### src/inc/pspc_regs.svh
// pspc_regs.svh: constants of the processing state and privilege control
// assumes it is included by its bare name from inc/
`ifndef PSPC_REGS_SVH
`define PSPC_REGS_SVH

// ****************************************************************
// state word layout and reset
// ****************************************************************
`define PSPC_STATE_W 16
`define PSPC_S_BIT 13
`define PSPC_STATE_RESET 16'h2000

// ****************************************************************
// bus space codes
// ****************************************************************
`define PSPC_FC_USER_DATA 3'h1
`define PSPC_FC_USER_PROG 3'h2
`define PSPC_FC_SUPER_DATA 3'h5
`define PSPC_FC_SUPER_PROG 3'h6
`define PSPC_FC_CPU 3'h7

// ****************************************************************
// exception word counts
// ****************************************************************
`define PSPC_CNT_W 8
`define PSPC_STACK_WORDS 4
`define PSPC_VECTOR_WORDS 2
`define PSPC_REFILL_WORDS 2

`endif

### src/inc/pspc_pkg.sv
// pspc_pkg.sv: types of the processing state and privilege control
// assumes nothing of its surroundings
package pspc_pkg;

   // processing states, gray along normal to exception and back
   typedef enum logic [2:0] {
      st_normal = 3'h0,
      st_exc_stack = 3'h1,
      st_exc_vector = 3'h3,
      st_exc_refill = 3'h2,
      st_background = 3'h4,
      st_halted = 3'h6
   } pspc_state_t;

   // instruction classes the core reports
   typedef enum logic [3:0] {
      ik_plain = 4'h0,
      ik_stop = 4'h1,
      ik_low_power_halt_instruction = 4'h2,
      ik_reset = 4'h3,
      ik_move_to_state = 4'h4,
      ik_and_immediate_to_state = 4'h5,
      ik_xor_immediate_to_state = 4'h6,
      ik_or_immediate_to_state = 4'h7,
      ik_exception_return_instruction = 4'h8
   } pspc_instr_t;

endpackage

### src/inc/pspc_ctrl_if.sv
// pspc_ctrl_if.sv: signals between the control and its helpers
// assumes all parties share one clock
`timescale 1ns/1ps
interface pspc_ctrl_if;
   logic supervisor;
   logic prog;
   logic cpu_space;
   logic [2:0] space_code;
   logic instr_valid;
   pspc_pkg::pspc_instr_t instr_kind;
   logic priv_fault;

   modport ctrl (output supervisor, output prog, output cpu_space, output instr_valid,
                 output instr_kind, input space_code, input priv_fault);
   modport coder (input supervisor, input prog, input cpu_space, output space_code);
   modport guard (input instr_valid, input instr_kind, input supervisor, output priv_fault);
endinterface

### src/logic/pspc_ctrl.sv
// pspc_ctrl.sv: processing state and privilege control of the core
// assumes core strobes on clk; irq, breakpoint and bus error are pins
//
// What this block does
// RULE1: unless halted, exactly one of three states
// RULE2: stop instructions give stopped, no bus cycles
// RULE3: exception covers stacking, vector fetch, refill
// RULE4: exception ends when handler starts executing
// RULE5: interrupts, traps, breakpoints, bus errors raise exceptions
// RULE6: bus or address error during exception halts
// RULE7: only an outside reset leaves the halt
// RULE8: privilege flag picks level and stack pointer
// RULE9: supervisor code gets supervisor spaces, user user
// RULE10: exception processing always runs as supervisor
// RULE11: user level cannot run privileged instructions
// RULE12: user level stack references use user pointer
// RULE13: entry pushes state word, then sets privilege
// RULE14: state writes and returns flush the pipeline; stop instructions load the word without a flush
// RULE15: normal return restores state word and counter
// RULE16: bus fault return restores full internal state
// RULE17: three-bit space codes on every bus cycle
// RULE18: halted issues no bus cycles, ignores requests
// RULE19: user privileged attempt raises an exception
`timescale 1ns/1ps
`include "pspc_regs.svh"
module pspc_ctrl #(
   parameter int STACK_WORDS = `PSPC_STACK_WORDS,
   parameter int VECTOR_WORDS = `PSPC_VECTOR_WORDS,
   parameter int REFILL_WORDS = `PSPC_REFILL_WORDS
)(
   input logic clk,
   input logic arst_n,
   input logic instr_valid,
   input logic [3:0] instr_kind,
   input logic [15:0] instr_operand,
   input logic core_exc_req,
   input logic addr_error,
   input logic bkgd_enter,
   input logic bkgd_exit,
   input logic irq_pin,
   input logic bkpt_pin,
   input logic bus_error_pin,
   input logic ret_frame_fault,
   input logic [15:0] ret_state_word,
   input logic bus_req,
   input logic bus_program,
   input logic bus_cpu_space,
   input logic bus_done,
   output logic [2:0] proc_state,
   output logic stopped,
   output logic halted,
   output logic supervisor,
   output logic user_stack_pointer_sel,
   output logic [15:0] processor_state_word,
   output logic [15:0] saved_state_word,
   output logic stack_push,
   output logic vector_fetch,
   output logic pipe_flush,
   output logic restore_pc_state,
   output logic restore_full,
   output logic priv_violation,
   output logic ext_reset_req,
   output logic bus_start,
   output logic [2:0] bus_space_code
);

   localparam int CW = `PSPC_CNT_W;
   localparam logic [CW-1:0] STACK_LAST = CW'(STACK_WORDS - 1);
   localparam logic [CW-1:0] VECTOR_LAST = CW'(VECTOR_WORDS - 1);
   localparam logic [CW-1:0] REFILL_LAST = CW'(REFILL_WORDS - 1);

   pspc_pkg::pspc_state_t state;
   pspc_ctrl_if cif ();
   logic [2:0] pin_in;
   logic [2:0] sync_a;
   logic [2:0] sync_b;
   logic [2:0] sync_c;
   logic irq_evt;
   logic bkpt_evt;
   logic bus_err_evt;
   logic in_exc;
   logic run_normal;
   logic exc_event;
   logic fatal;
   logic instr_ok;
   logic outstanding;
   logic issue_exc;
   logic issue_normal;
   logic word_done;
   logic phase_last;
   logic [CW-1:0] word_cnt;
   logic [15:0] next_state_word;
   pspc_pkg::pspc_instr_t kind;

   // ****************************************************************
   // elaboration checks
   // ****************************************************************

   // word counts must fit the counter and be at least one
   generate
      if (STACK_WORDS < 1 || STACK_WORDS > 255 || VECTOR_WORDS < 1 || VECTOR_WORDS > 255 ||
          REFILL_WORDS < 1 || REFILL_WORDS > 255)
      begin : g_bad_counts
         $error("pspc_ctrl: word counts must lie in 1 to 255");
      end
   endgenerate

   // ****************************************************************
   // pin synchronisers and edge detection
   // ****************************************************************

   assign pin_in = {bus_error_pin, bkpt_pin, irq_pin};

   // two flops per pin, a third only for the edge detector
   genvar gi;
   generate
      for (gi = 0; gi < 3; gi++)
      begin : g_sync
         always_ff @(posedge clk or negedge arst_n)
         begin
            if (!arst_n)
            begin
               sync_a[gi] <= 1'h0;
               sync_b[gi] <= 1'h0;
               sync_c[gi] <= 1'h0;
            end
            else
            begin
               sync_a[gi] <= pin_in[gi];
               sync_b[gi] <= sync_a[gi];
               sync_c[gi] <= sync_b[gi];
            end
         end
      end
   endgenerate

   // rising edges become one-cycle events
   assign irq_evt = sync_b[0] & ~sync_c[0];
   assign bkpt_evt = sync_b[1] & ~sync_c[1];
   assign bus_err_evt = sync_b[2] & ~sync_c[2];

   // ****************************************************************
   // helper instances
   // ****************************************************************

   assign kind = pspc_pkg::pspc_instr_t'(instr_kind);
   assign in_exc = (state == pspc_pkg::st_exc_stack) || (state == pspc_pkg::st_exc_vector) ||
                   (state == pspc_pkg::st_exc_refill);

   // privilege seen by the helpers; the flag is already set in exception
   assign cif.supervisor = processor_state_word[`PSPC_S_BIT]; // [RULE8] [RULE10]
   assign cif.prog = in_exc ? (state == pspc_pkg::st_exc_refill) : bus_program;
   assign cif.cpu_space = ~in_exc & bus_cpu_space;
   assign cif.instr_valid = instr_valid & run_normal;
   assign cif.instr_kind = kind;

   pspc_space_coder u_coder (
      .cif(cif.coder)
   );

   pspc_priv_guard u_guard (
      .cif(cif.guard)
   );

   // ****************************************************************
   // event decode
   // ****************************************************************

   // normal processing that is not stopped runs instructions
   assign run_normal = (state == pspc_pkg::st_normal) & ~stopped;

   // any cause of exception entry while in normal processing
   assign exc_event = (state == pspc_pkg::st_normal) &
                      (core_exc_req | irq_evt | bkpt_evt | bus_err_evt | addr_error |
                       cif.priv_fault); // [RULE5] [RULE19]

   // a second fault before the handler starts is fatal
   assign fatal = in_exc & (bus_err_evt | addr_error); // [RULE6]

   // instruction takes effect only when no exception preempts it
   assign instr_ok = run_normal & instr_valid & ~exc_event;

   // ****************************************************************
   // processing state machine
   // ****************************************************************

   assign word_done = outstanding & bus_done;

   // last word of the current exception phase
   always_comb
   begin
      case (state)
         pspc_pkg::st_exc_stack:
            phase_last = (word_cnt == STACK_LAST);
         pspc_pkg::st_exc_vector:
            phase_last = (word_cnt == VECTOR_LAST);
         pspc_pkg::st_exc_refill:
            phase_last = (word_cnt == REFILL_LAST);
         default:
            phase_last = 1'h0;
      endcase
   end

   // one state at a time; halted held until the external reset
   always_ff @(posedge clk or negedge arst_n)
   begin
      if (!arst_n)
         state <= pspc_pkg::st_normal; // [RULE7]
      else
      begin
         case (state)
            pspc_pkg::st_normal:
            begin
               if (exc_event)
                  state <= pspc_pkg::st_exc_stack; // [RULE5]
               else if (bkgd_enter)
                  state <= pspc_pkg::st_background; // [RULE1]
            end
            pspc_pkg::st_background:
            begin
               if (bkgd_exit)
                  state <= pspc_pkg::st_normal; // [RULE1]
            end
            pspc_pkg::st_exc_stack:
            begin
               if (fatal)
                  state <= pspc_pkg::st_halted; // [RULE6]
               else if (word_done & phase_last)
                  state <= pspc_pkg::st_exc_vector; // [RULE3]
            end
            pspc_pkg::st_exc_vector:
            begin
               if (fatal)
                  state <= pspc_pkg::st_halted; // [RULE6]
               else if (word_done & phase_last)
                  state <= pspc_pkg::st_exc_refill; // [RULE3]
            end
            pspc_pkg::st_exc_refill:
            begin
               if (fatal)
                  state <= pspc_pkg::st_halted; // [RULE6]
               else if (word_done & phase_last)
                  state <= pspc_pkg::st_normal; // [RULE4]
            end
            pspc_pkg::st_halted:
               state <= pspc_pkg::st_halted; // [RULE7] [RULE18]
            default:
               state <= pspc_pkg::st_normal;
         endcase
      end
   end

   assign proc_state = state;

   // halt flag set with the halted state
   always_ff @(posedge clk or negedge arst_n)
   begin
      if (!arst_n)
         halted <= 1'h0;
      else if (fatal)
         halted <= 1'h1; // [RULE6] [RULE7]
   end

   // ****************************************************************
   // exception word counter
   // ****************************************************************

   // completed words of the current phase
   always_ff @(posedge clk or negedge arst_n)
   begin
      if (!arst_n)
         word_cnt <= '0;
      else if (!in_exc || fatal)
         word_cnt <= '0;
      else if (word_done)
         word_cnt <= phase_last ? '0 : word_cnt + CW'(1); // [RULE3]
   end

   // ****************************************************************
   // stopped sub-state
   // ****************************************************************

   // stop parks normal processing, no bus cycles
   always_ff @(posedge clk or negedge arst_n)
   begin
      if (!arst_n)
         stopped <= 1'h0;
      else if (state != pspc_pkg::st_normal || exc_event || bkgd_enter)
         stopped <= 1'h0;
      else if (instr_ok && (kind == pspc_pkg::ik_stop || kind == pspc_pkg::ik_low_power_halt_instruction))
         stopped <= 1'h1; // [RULE2]
   end

   // ****************************************************************
   // processor state word
   // ****************************************************************

   // entry sets privilege, instructions rewrite
   always_comb
   begin
      next_state_word = processor_state_word;
      if (exc_event)
         next_state_word[`PSPC_S_BIT] = 1'h1; // [RULE13] [RULE10]
      else if (instr_ok)
      begin
         case (kind)
            pspc_pkg::ik_stop,
            pspc_pkg::ik_low_power_halt_instruction,
            pspc_pkg::ik_move_to_state:
               next_state_word = instr_operand;
            pspc_pkg::ik_and_immediate_to_state:
               next_state_word = processor_state_word & instr_operand;
            pspc_pkg::ik_xor_immediate_to_state:
               next_state_word = processor_state_word ^ instr_operand;
            pspc_pkg::ik_or_immediate_to_state:
               next_state_word = processor_state_word | instr_operand;
            pspc_pkg::ik_exception_return_instruction:
               next_state_word = ret_state_word; // [RULE15] [RULE16]
            default:
               next_state_word = processor_state_word;
         endcase
      end
   end

   // word, privilege and stack choice together
   always_ff @(posedge clk or negedge arst_n)
   begin
      if (!arst_n)
      begin
         processor_state_word <= `PSPC_STATE_RESET;
         supervisor <= 1'h1;
         user_stack_pointer_sel <= 1'h0;
      end
      else
      begin
         processor_state_word <= next_state_word;
         supervisor <= next_state_word[`PSPC_S_BIT]; // [RULE8]
         user_stack_pointer_sel <= ~next_state_word[`PSPC_S_BIT]; // [RULE8] [RULE12] [RULE10]
      end
   end

   // whole word saved before privilege is forced
   always_ff @(posedge clk or negedge arst_n)
   begin
      if (!arst_n)
         saved_state_word <= `PSPC_STATE_RESET;
      else if (exc_event)
         saved_state_word <= processor_state_word; // [RULE13]
   end

   // ****************************************************************
   // instruction side effects
   // ****************************************************************

   // one-cycle strobes for flush, restore, reset and violation
   always_ff @(posedge clk or negedge arst_n)
   begin
      if (!arst_n)
      begin
         pipe_flush <= 1'h0;
         restore_pc_state <= 1'h0;
         restore_full <= 1'h0;
         ext_reset_req <= 1'h0;
         priv_violation <= 1'h0;
      end
      else
      begin
         pipe_flush <= instr_ok && (kind == pspc_pkg::ik_move_to_state ||
                       kind == pspc_pkg::ik_and_immediate_to_state ||
                       kind == pspc_pkg::ik_xor_immediate_to_state ||
                       kind == pspc_pkg::ik_or_immediate_to_state ||
                       kind == pspc_pkg::ik_exception_return_instruction); // [RULE14]
         restore_pc_state <= instr_ok && kind == pspc_pkg::ik_exception_return_instruction &&
                             !ret_frame_fault; // [RULE15]
         restore_full <= instr_ok && kind == pspc_pkg::ik_exception_return_instruction &&
                         ret_frame_fault; // [RULE16]
         ext_reset_req <= instr_ok && kind == pspc_pkg::ik_reset;
         priv_violation <= cif.priv_fault; // [RULE19]
      end
   end

   // ****************************************************************
   // bus cycle issue
   // ****************************************************************

   // exception words go one at a time; the core only runs unstopped
   assign issue_exc = in_exc & ~outstanding & ~bus_start & ~fatal; // [RULE3]
   assign issue_normal = ((run_normal & ~exc_event) | (state == pspc_pkg::st_background)) &
                         bus_req; // [RULE2] [RULE18]

   // one outstanding exception word at a time
   always_ff @(posedge clk or negedge arst_n)
   begin
      if (!arst_n)
         outstanding <= 1'h0;
      else if (!in_exc || fatal)
         outstanding <= 1'h0;
      else if (bus_start)
         outstanding <= 1'h1;
      else if (bus_done)
         outstanding <= 1'h0;
   end

   // start strobe, its space code and the kind of exception word
   always_ff @(posedge clk or negedge arst_n)
   begin
      if (!arst_n)
      begin
         bus_start <= 1'h0;
         bus_space_code <= `PSPC_FC_SUPER_PROG;
         stack_push <= 1'h0;
         vector_fetch <= 1'h0;
      end
      else
      begin
         bus_start <= issue_exc | issue_normal; // [RULE18]
         if (issue_exc | issue_normal)
            bus_space_code <= cif.space_code; // [RULE9] [RULE10] [RULE17]
         stack_push <= issue_exc && state == pspc_pkg::st_exc_stack; // [RULE13]
         vector_fetch <= issue_exc && state == pspc_pkg::st_exc_vector; // [RULE3]
      end
   end

endmodule

### src/logic/pspc_space_coder.sv
// pspc_space_coder.sv: bus space code from privilege and access kind
// assumes the control registers the code with each bus start
`timescale 1ns/1ps
`include "pspc_regs.svh"
module pspc_space_coder (
   pspc_ctrl_if.coder cif
);

   // ****************************************************************
   // space code selection
   // ****************************************************************

   // processor space wins, then privilege, then program or data
   always_comb
   begin
      if (cif.cpu_space)
         cif.space_code = `PSPC_FC_CPU; // [RULE17]
      else if (cif.supervisor)
         cif.space_code = cif.prog ? `PSPC_FC_SUPER_PROG : `PSPC_FC_SUPER_DATA; // [RULE9] [RULE17]
      else
         cif.space_code = cif.prog ? `PSPC_FC_USER_PROG : `PSPC_FC_USER_DATA; // [RULE9] [RULE17]
   end

endmodule

### src/logic/pspc_priv_guard.sv
// pspc_priv_guard.sv: flags privileged instructions met at user level
// assumes instr_valid marks one decoded instruction per pulse
`timescale 1ns/1ps
module pspc_priv_guard (
   pspc_ctrl_if.guard cif
);

   logic privileged;

   // ****************************************************************
   // privileged instruction check
   // ****************************************************************

   // stops, reset and anything that can alter the privilege flag
   always_comb
   begin
      case (cif.instr_kind)
         pspc_pkg::ik_stop,
         pspc_pkg::ik_low_power_halt_instruction,
         pspc_pkg::ik_reset,
         pspc_pkg::ik_move_to_state,
         pspc_pkg::ik_and_immediate_to_state,
         pspc_pkg::ik_xor_immediate_to_state,
         pspc_pkg::ik_or_immediate_to_state,
         pspc_pkg::ik_exception_return_instruction:
            privileged = 1'h1; // [RULE11]
         default:
            privileged = 1'h0;
      endcase
   end

   // a user attempt becomes a fault, never a silent no-op
   assign cif.priv_fault = cif.instr_valid & privileged & ~cif.supervisor; // [RULE11] [RULE19]

endmodule

### config.mk
export PLATFORM = sky130hd
export DESIGN_NAME = pspc_ctrl
export DESIGN_NICKNAME = d
export VERILOG_FILES = /design/src/inc/pspc_pkg.sv /design/src/inc/pspc_ctrl_if.sv /design/src/logic/pspc_ctrl.sv /design/src/logic/pspc_space_coder.sv /design/src/logic/pspc_priv_guard.sv
export VERILOG_INCLUDE_DIRS = /design/src /design/src/inc
export SDC_FILE = /design/constraint.sdc
export NUM_CORES = 1
export LEC_CHECK = 0
export BUFFER_PORTS_ARGS = -buffer_cell sky130_fd_sc_hd__buf_2
export CORE_ASPECT_RATIO = 1.25
export CORE_MARGIN = 2
export CORE_UTILIZATION = 45
export CTS_CLUSTER_DIAMETER = 150
export DETAILED_ROUTE_END_ITERATION = 16
export GPL_ROUTABILITY_DRIVEN = 0
export GPL_TIMING_DRIVEN = 1
export PLACE_DENSITY = 0.74
export SETUP_SLACK_MARGIN = 0.05
export SKIP_CTS_REPAIR_TIMING = 1
export SLEW_MARGIN = 40
export SYNTH_ARGS = -nofsm -noshare
export SYNTH_HDL_FRONTEND = slang
export SYNTH_SLANG_ARGS = --single-unit
### constraint.sdc
create_clock -name clk -period 4.9 [get_ports clk]
set_clock_uncertainty 0.1 [all_clocks]
set_input_delay 0.735 -clock clk [delete_from_list [all_inputs] [get_ports clk]]
set_output_delay 0.735 -clock clk [all_outputs]
set_load 0.005 [all_outputs]
* After elaboration in Yosys (flattened, before gate mapping) *
Memory sizes are Yosys's and may differ from the RTL's.
Index checks and enable logic that the tools add are counted.

word-level totals
  memories kept = 1
  ROM bits = 16
  bits of input ports = 51
  RAM bits = 0
  flip-flop bits (word level) = 67
  bits in latches = 0

cells by class
  div/mod/pow operators = 0
  add/subtract/negate cells = 1
  reductions and logical operators = 30
  muxes and demuxes = 27
  $lt $le $gt $ge = 0
  shift-type cells = 0
  bitwise logic cells = 40
  multiply operators = 0
  equal/unequal tests = 20

memories
  name             words  width  rd ports  clocked after Yosys merged registers in  wr ports  line                   text
  (no name shown)  16     1      1         0                                        0         pspc_priv_guard.sv:17  case (cif.instr_kind)

operator list
  kind                   number
  $pmux W16 S5           1
  $mux W3                11
  $mux W8                3
  $and A1 B1 Y1          18
  $pmux W3 S6            1
  $and A16 B16 Y16       1
  $eq A4 B3 Y1 const B   4
  $or A16 B16 Y16        1
  $xor A16 B16 Y16       1
  $mux W14               1
  $not A1 Y1             11
  $logic_or A1 B1 Y1     10
  $ne A3 B3 Y1 const B   3
  $add A8 B1 Y8 const B  1
  $eq A4 B2 Y1 const B   2
  $eq A8 B1 Y1 const B   1
  $eq A8 B2 Y1 const B   1
  $logic_and A1 B1 Y1    8
  $or A1 B1 Y1           8
  $mux W1                7
  $eq A3 B2 Y1 const B   2
  $eq A3 B3 Y1 const B   2
  $reduce_bool A3 Y1     2
  $reduce_and A5 Y1      1
  14 further kinds       17

* Depth between registers and ports, before layout *
  depth in word-level cells = 13
  mapped depth = 7
  depth with buffers taken out = 7

* By module *
Synthesis repeated with hierarchy kept, for this count alone.

unflattened totals
  cells, all modules = 404
  area, all modules = 3,807.4 um^2

modules (own cells, without submodules)
  module            times used  sequential area each (um^2)  cells each  area each (um^2)
  pspc_ctrl         1           1,681.6                      398         3,764.9
  pspc_priv_guard   1           0.0                          3           23.8
  pspc_space_coder  1           0.0                          3           18.8

* Worst setup path after synthesis *
No wires, ideal clock.

  path kind = input to register
  start point = input instr_kind[2]
  end point = register saved_state_word[0]
  slack = 2,506 ps
  data required time = 4,675 ps
  arrival = 2,169 ps
  cell stages on the path = 7
  cells stage by stage = buf_2 > nor3_2 > xnor2_1 > nor3b_4 > o21ai_4 > buf_6 > mux2_4

between the ends
  longest elaborated chain between the ends = 5

ends and longest elaborated chain
  item                         line                   text
  start: declaration           pspc_ctrl.sv:34        input logic [3:0] instr_kind,
  $mem_v2 Z16 W1               n/a
  $and A1 B1 Y1 (2 in series)  pspc_priv_guard.sv:33  assign cif.priv_fault = cif.instr_valid & privileged & ~cif.supervisor;
  via cif.priv_fault           pspc_ctrl_if.sv:11     logic priv_fault;
  $or A1 B1 Y1                 pspc_ctrl.sv:174       (core_exc_req | irq_evt | bkpt_evt | bus_err_evt | addr_error |
  $and A1 B1 Y1                pspc_ctrl.sv:173       assign exc_event = (state == pspc_pkg::st_normal) &
  end signal: assignment       pspc_ctrl.sv:346       saved_state_word <= `PSPC_STATE_RESET;
  end signal: assignment       pspc_ctrl.sv:348       saved_state_word <= processor_state_word;
  end: declaration             pspc_ctrl.sv:55        output logic [15:0] saved_state_word,

The timed path passes the listed nets, and every way through them passes these cells.
A chain may end at the register's enable or synchronous reset.

* Worst setup path after layout *
  start point = input instr_kind[0]
  end point = register saved_state_word[15]

Same word-level chain as after synthesis.

==> results.json <==
{
  "drv_cap": 0,
  "wl_met2_mm": 4.638,
  "r2r-start": "sync_b[2]$_DFF_PN0_",
  "yosys_warnings": 0,
  "grt_overflow": 0,
  "post_drt_wl_per_cell_um": 15.36,
  "first_pass_iters": 4,
  "p_leak_uw": 0.002214,
  "area_delta_synth_final_pct": 21.67,
  "final_design_area_no_fill_um2": 4798,
  "worstSkewPairLatency_ns": 0.36,
  "startpoint_type": "primary input",
  "grt_pass1_wl_mm": 15.58,
  "ys_seq_area_frac": 0.4264,
  "numPortBuffers": 100,
  "final_antenna_net_count": 0,
  "period_minus_slack_ns": 2.887,
  "clockRootBuffer": "clkbuf_8",
  "fp.coreArea_um2": 8606,
  "endpoint_kind": "flip-flop",
  "highest_layer": "met4",
  "die_area_um2": 9533,
  "syn_area_per_cell_um2": 10.27,
  "worst_slack_ns": 2.013,
  "drive_gt1_frac": 0.3093,
  "wl_met1_mm": 3.866,
  "peakVddDrop_mv": 0.1685,
  "timing.setup.tns_ns": 0,
  "grtUsageTotal": 0.2118,
  "synth_area_um2": 3944,
  "vias": 3240,
  "crit_fanout": 42,
  "synth.distinct_cells": 55,
  "start_util": 0.4583,
  "rsz0062_at_grt": "false",
  "hold_viol": 0,
  "nFillCells": 788,
  "place_inst": 589,
  "ios": 101,
  "hp-class": "primary input to async pin",
  "vias_per_cell": 5.355,
  "synth_edf_count": 0,
  "pre_cts_slack_ns": 1.642,
  "htree_levels": 3,
  "synthFlopType": "dfrtp_1",
  "antennaDiodeCount": 0,
  "post-route-period-util": 0.5892,
  "cts_tree": "yes",
  "drc": 0,
  "placementRows": 38,
  "layout.cells.non_filler": 605,
  "wirelength_mm": 9.292,
  "reg2reg_setup_slack_ns": 2.40,
  "cp.arrival_ns": 3.03,
  "cellPowerDensity_nw_per_um2": 419.5,
  "worst_pin_slew_ns": 0.7809,
  "die_w_um": 87.73,
  "placed_area_um2": 4522,
  "reg2regPathDepth": 5,
  "clk_pin_slew_ns": 0.08,
  "drt_iter0_markers": 117,
  "r2r_end": "saved_state_word[15]$_DFFE_PN0P_",
  "syn_nets": 468,
  "cts_sinks": 67,
  "nets": 564,
  "slew_headroom": 0.4774,
  "fmax_mhz": 346.4,
  "ctsLongestPathBuffers": 2,
  "worstSetupPathType": "primary input to flip-flop",
  "grt_max_degree": 43,
  "syn_inst": 384,
  "yosys_register_bits": 67,
  "setup_viol": 0,
  "status": "finished clean",
  "dp_hpwl_mm": 6.690,
  "dr_wl_met3_um": 572,
  "die_y_um": 108.7,
  "crit_required_ns": 5.04,
  "cts_buffers": 9,
  "first_global_vias": 3307,
  "grt_antenna_before_repair": 0,
  "ys_async_sr_fraction": 1.000,
  "slew_violations": 0
}
## cell type report
type	instances	area, µm²	area share
multi-input cells	258	2013	0.4196
flip-flops and latches	67	1682	0.3505
repair buffers	103	525.5	0.1095
inverters	41	153.9	0.03207
well taps	120	150.1	0.03129
clock buffers	10	137.6	0.02868
clock inverters	6	136.4	0.02842
## worst max-delay path, stage by stage
cell and delay, ns:
buf_2 0.58, nor3_2 0.12, xnor2_1 0.41, nor3b_4 0.11
o21ai_4 0.66, mux2_2 0.41
## power by group
group	internal (µW)	total, µW	switching (µW)
clock network	404	632	228
registers	664	777	113
logic	304	604	300
total	1370	2010	641
## sequential cells by signal (all words and copies together), names as in the netlist, 3 cells and up
| register | count |
|---|---|
| processor_state_word | 15 |
| bus_space_code | 3 |
| sync_c | 3 |
| word_cnt | 8 |
| saved_state_word | 16 |
| sync_b | 3 |
| proc_state | 3 |
| sync_a | 3 |
## placed cells by master, fill, tap and decap left out, types with 3 or more instances in the layout
cell type,netlist,routed
o21ai_0,10,10
mux2_2,6,6
nand2_1,45,45
nand3_1,9,9
o211ai_1,14,14
dfstp_2,4,4
a221oi_1,17,17
nor2_1,11,11
and2_1,3,3
dfrtp_1,63,63
mux2i_1,16,16
xnor2_1,6,6
nor2b_1,7,7
clkbuf_8,0,10
inv_1,41,41
mux2_4,10,10
or3_1,3,3
nor3_1,5,5
buf_2,1,99
buf_4,1,4
a21oi_1,26,26
bufinv_16,0,4
ha_1,33,33
## worst max-delay path by stage
stage / slack [ns] / to / depth (start not counted) / from
after floorplan: 2.51 / saved_state_word[0]$_DFFE_PN0P_ / 7 / instr_kind[2]
after global placement: 1.74 / saved_state_word[15]$_DFFE_PN0P_ / 6 / instr_kind[0]
after detailed placement: 1.64 / saved_state_word[15]$_DFFE_PN0P_ / 6 / instr_kind[0]
after CTS: 2.02 / saved_state_word[15]$_DFFE_PN0P_ / 6 / instr_kind[0]
after global routing: 1.83 / saved_state_word[15]$_DFFE_PN0P_ / 6 / instr_kind[0]
final: 2.01 / saved_state_word[15]$_DFFE_PN0P_ / 6 / instr_kind[0]
## cells by family (layout without fill, tap and decap cells)
kind of cell	Yosys count	in the layout	share of synthesized area
and+or+nand+nor	101	101	0.1339
xor gates and xnor gates	8	8	0.01777
muxes	34	34	0.1015
adders and majority gates	33	33	0.1047
buffers and inverters	59	160	0.06535
AOI/OAI and AO/OA	82	82	0.1504
DFF	67	67	0.4264
## synth_stat cells (all sizes together) (11+ instances only)
| cell | number | area [µm²] |
|---|---|---|
| dfrtp | 63 | 1577 |
| inv | 41 | 153.9 |
| mux2i | 16 | 160.2 |
| mux2 | 18 | 240.2 |
| a221oi | 17 | 148.9 |
| o21ai | 11 | 66.32 |
| ha | 33 | 412.9 |
| nor2 | 12 | 52.55 |
| o211ai | 14 | 105.1 |
| a21oi | 26 | 130.1 |
| nand2 | 45 | 168.9 |
## through the flow
step | util | total power [µW] | hold slack [ns]
floorplan | - | 1180 | 0.2312
global placement | 0.5246 | 1362 | 0.2352
detailed placement | 0.5254 | 1393 | 0.2347
CTS | 0.5573 | 2031 | 0.2498
global route | 0.5576 | 2138 | 0.2523
finish | 0.5576 | 2013 | 0.2205
## metal layers
metal	up-vias	track usage
met5	-	0
met2	105	0.3528
met4	0	0.09780
met1	1580	0.2603
li1	1539	-
met3	16	0.04618
No activity file was read; power rests on OpenSTA's default activity.
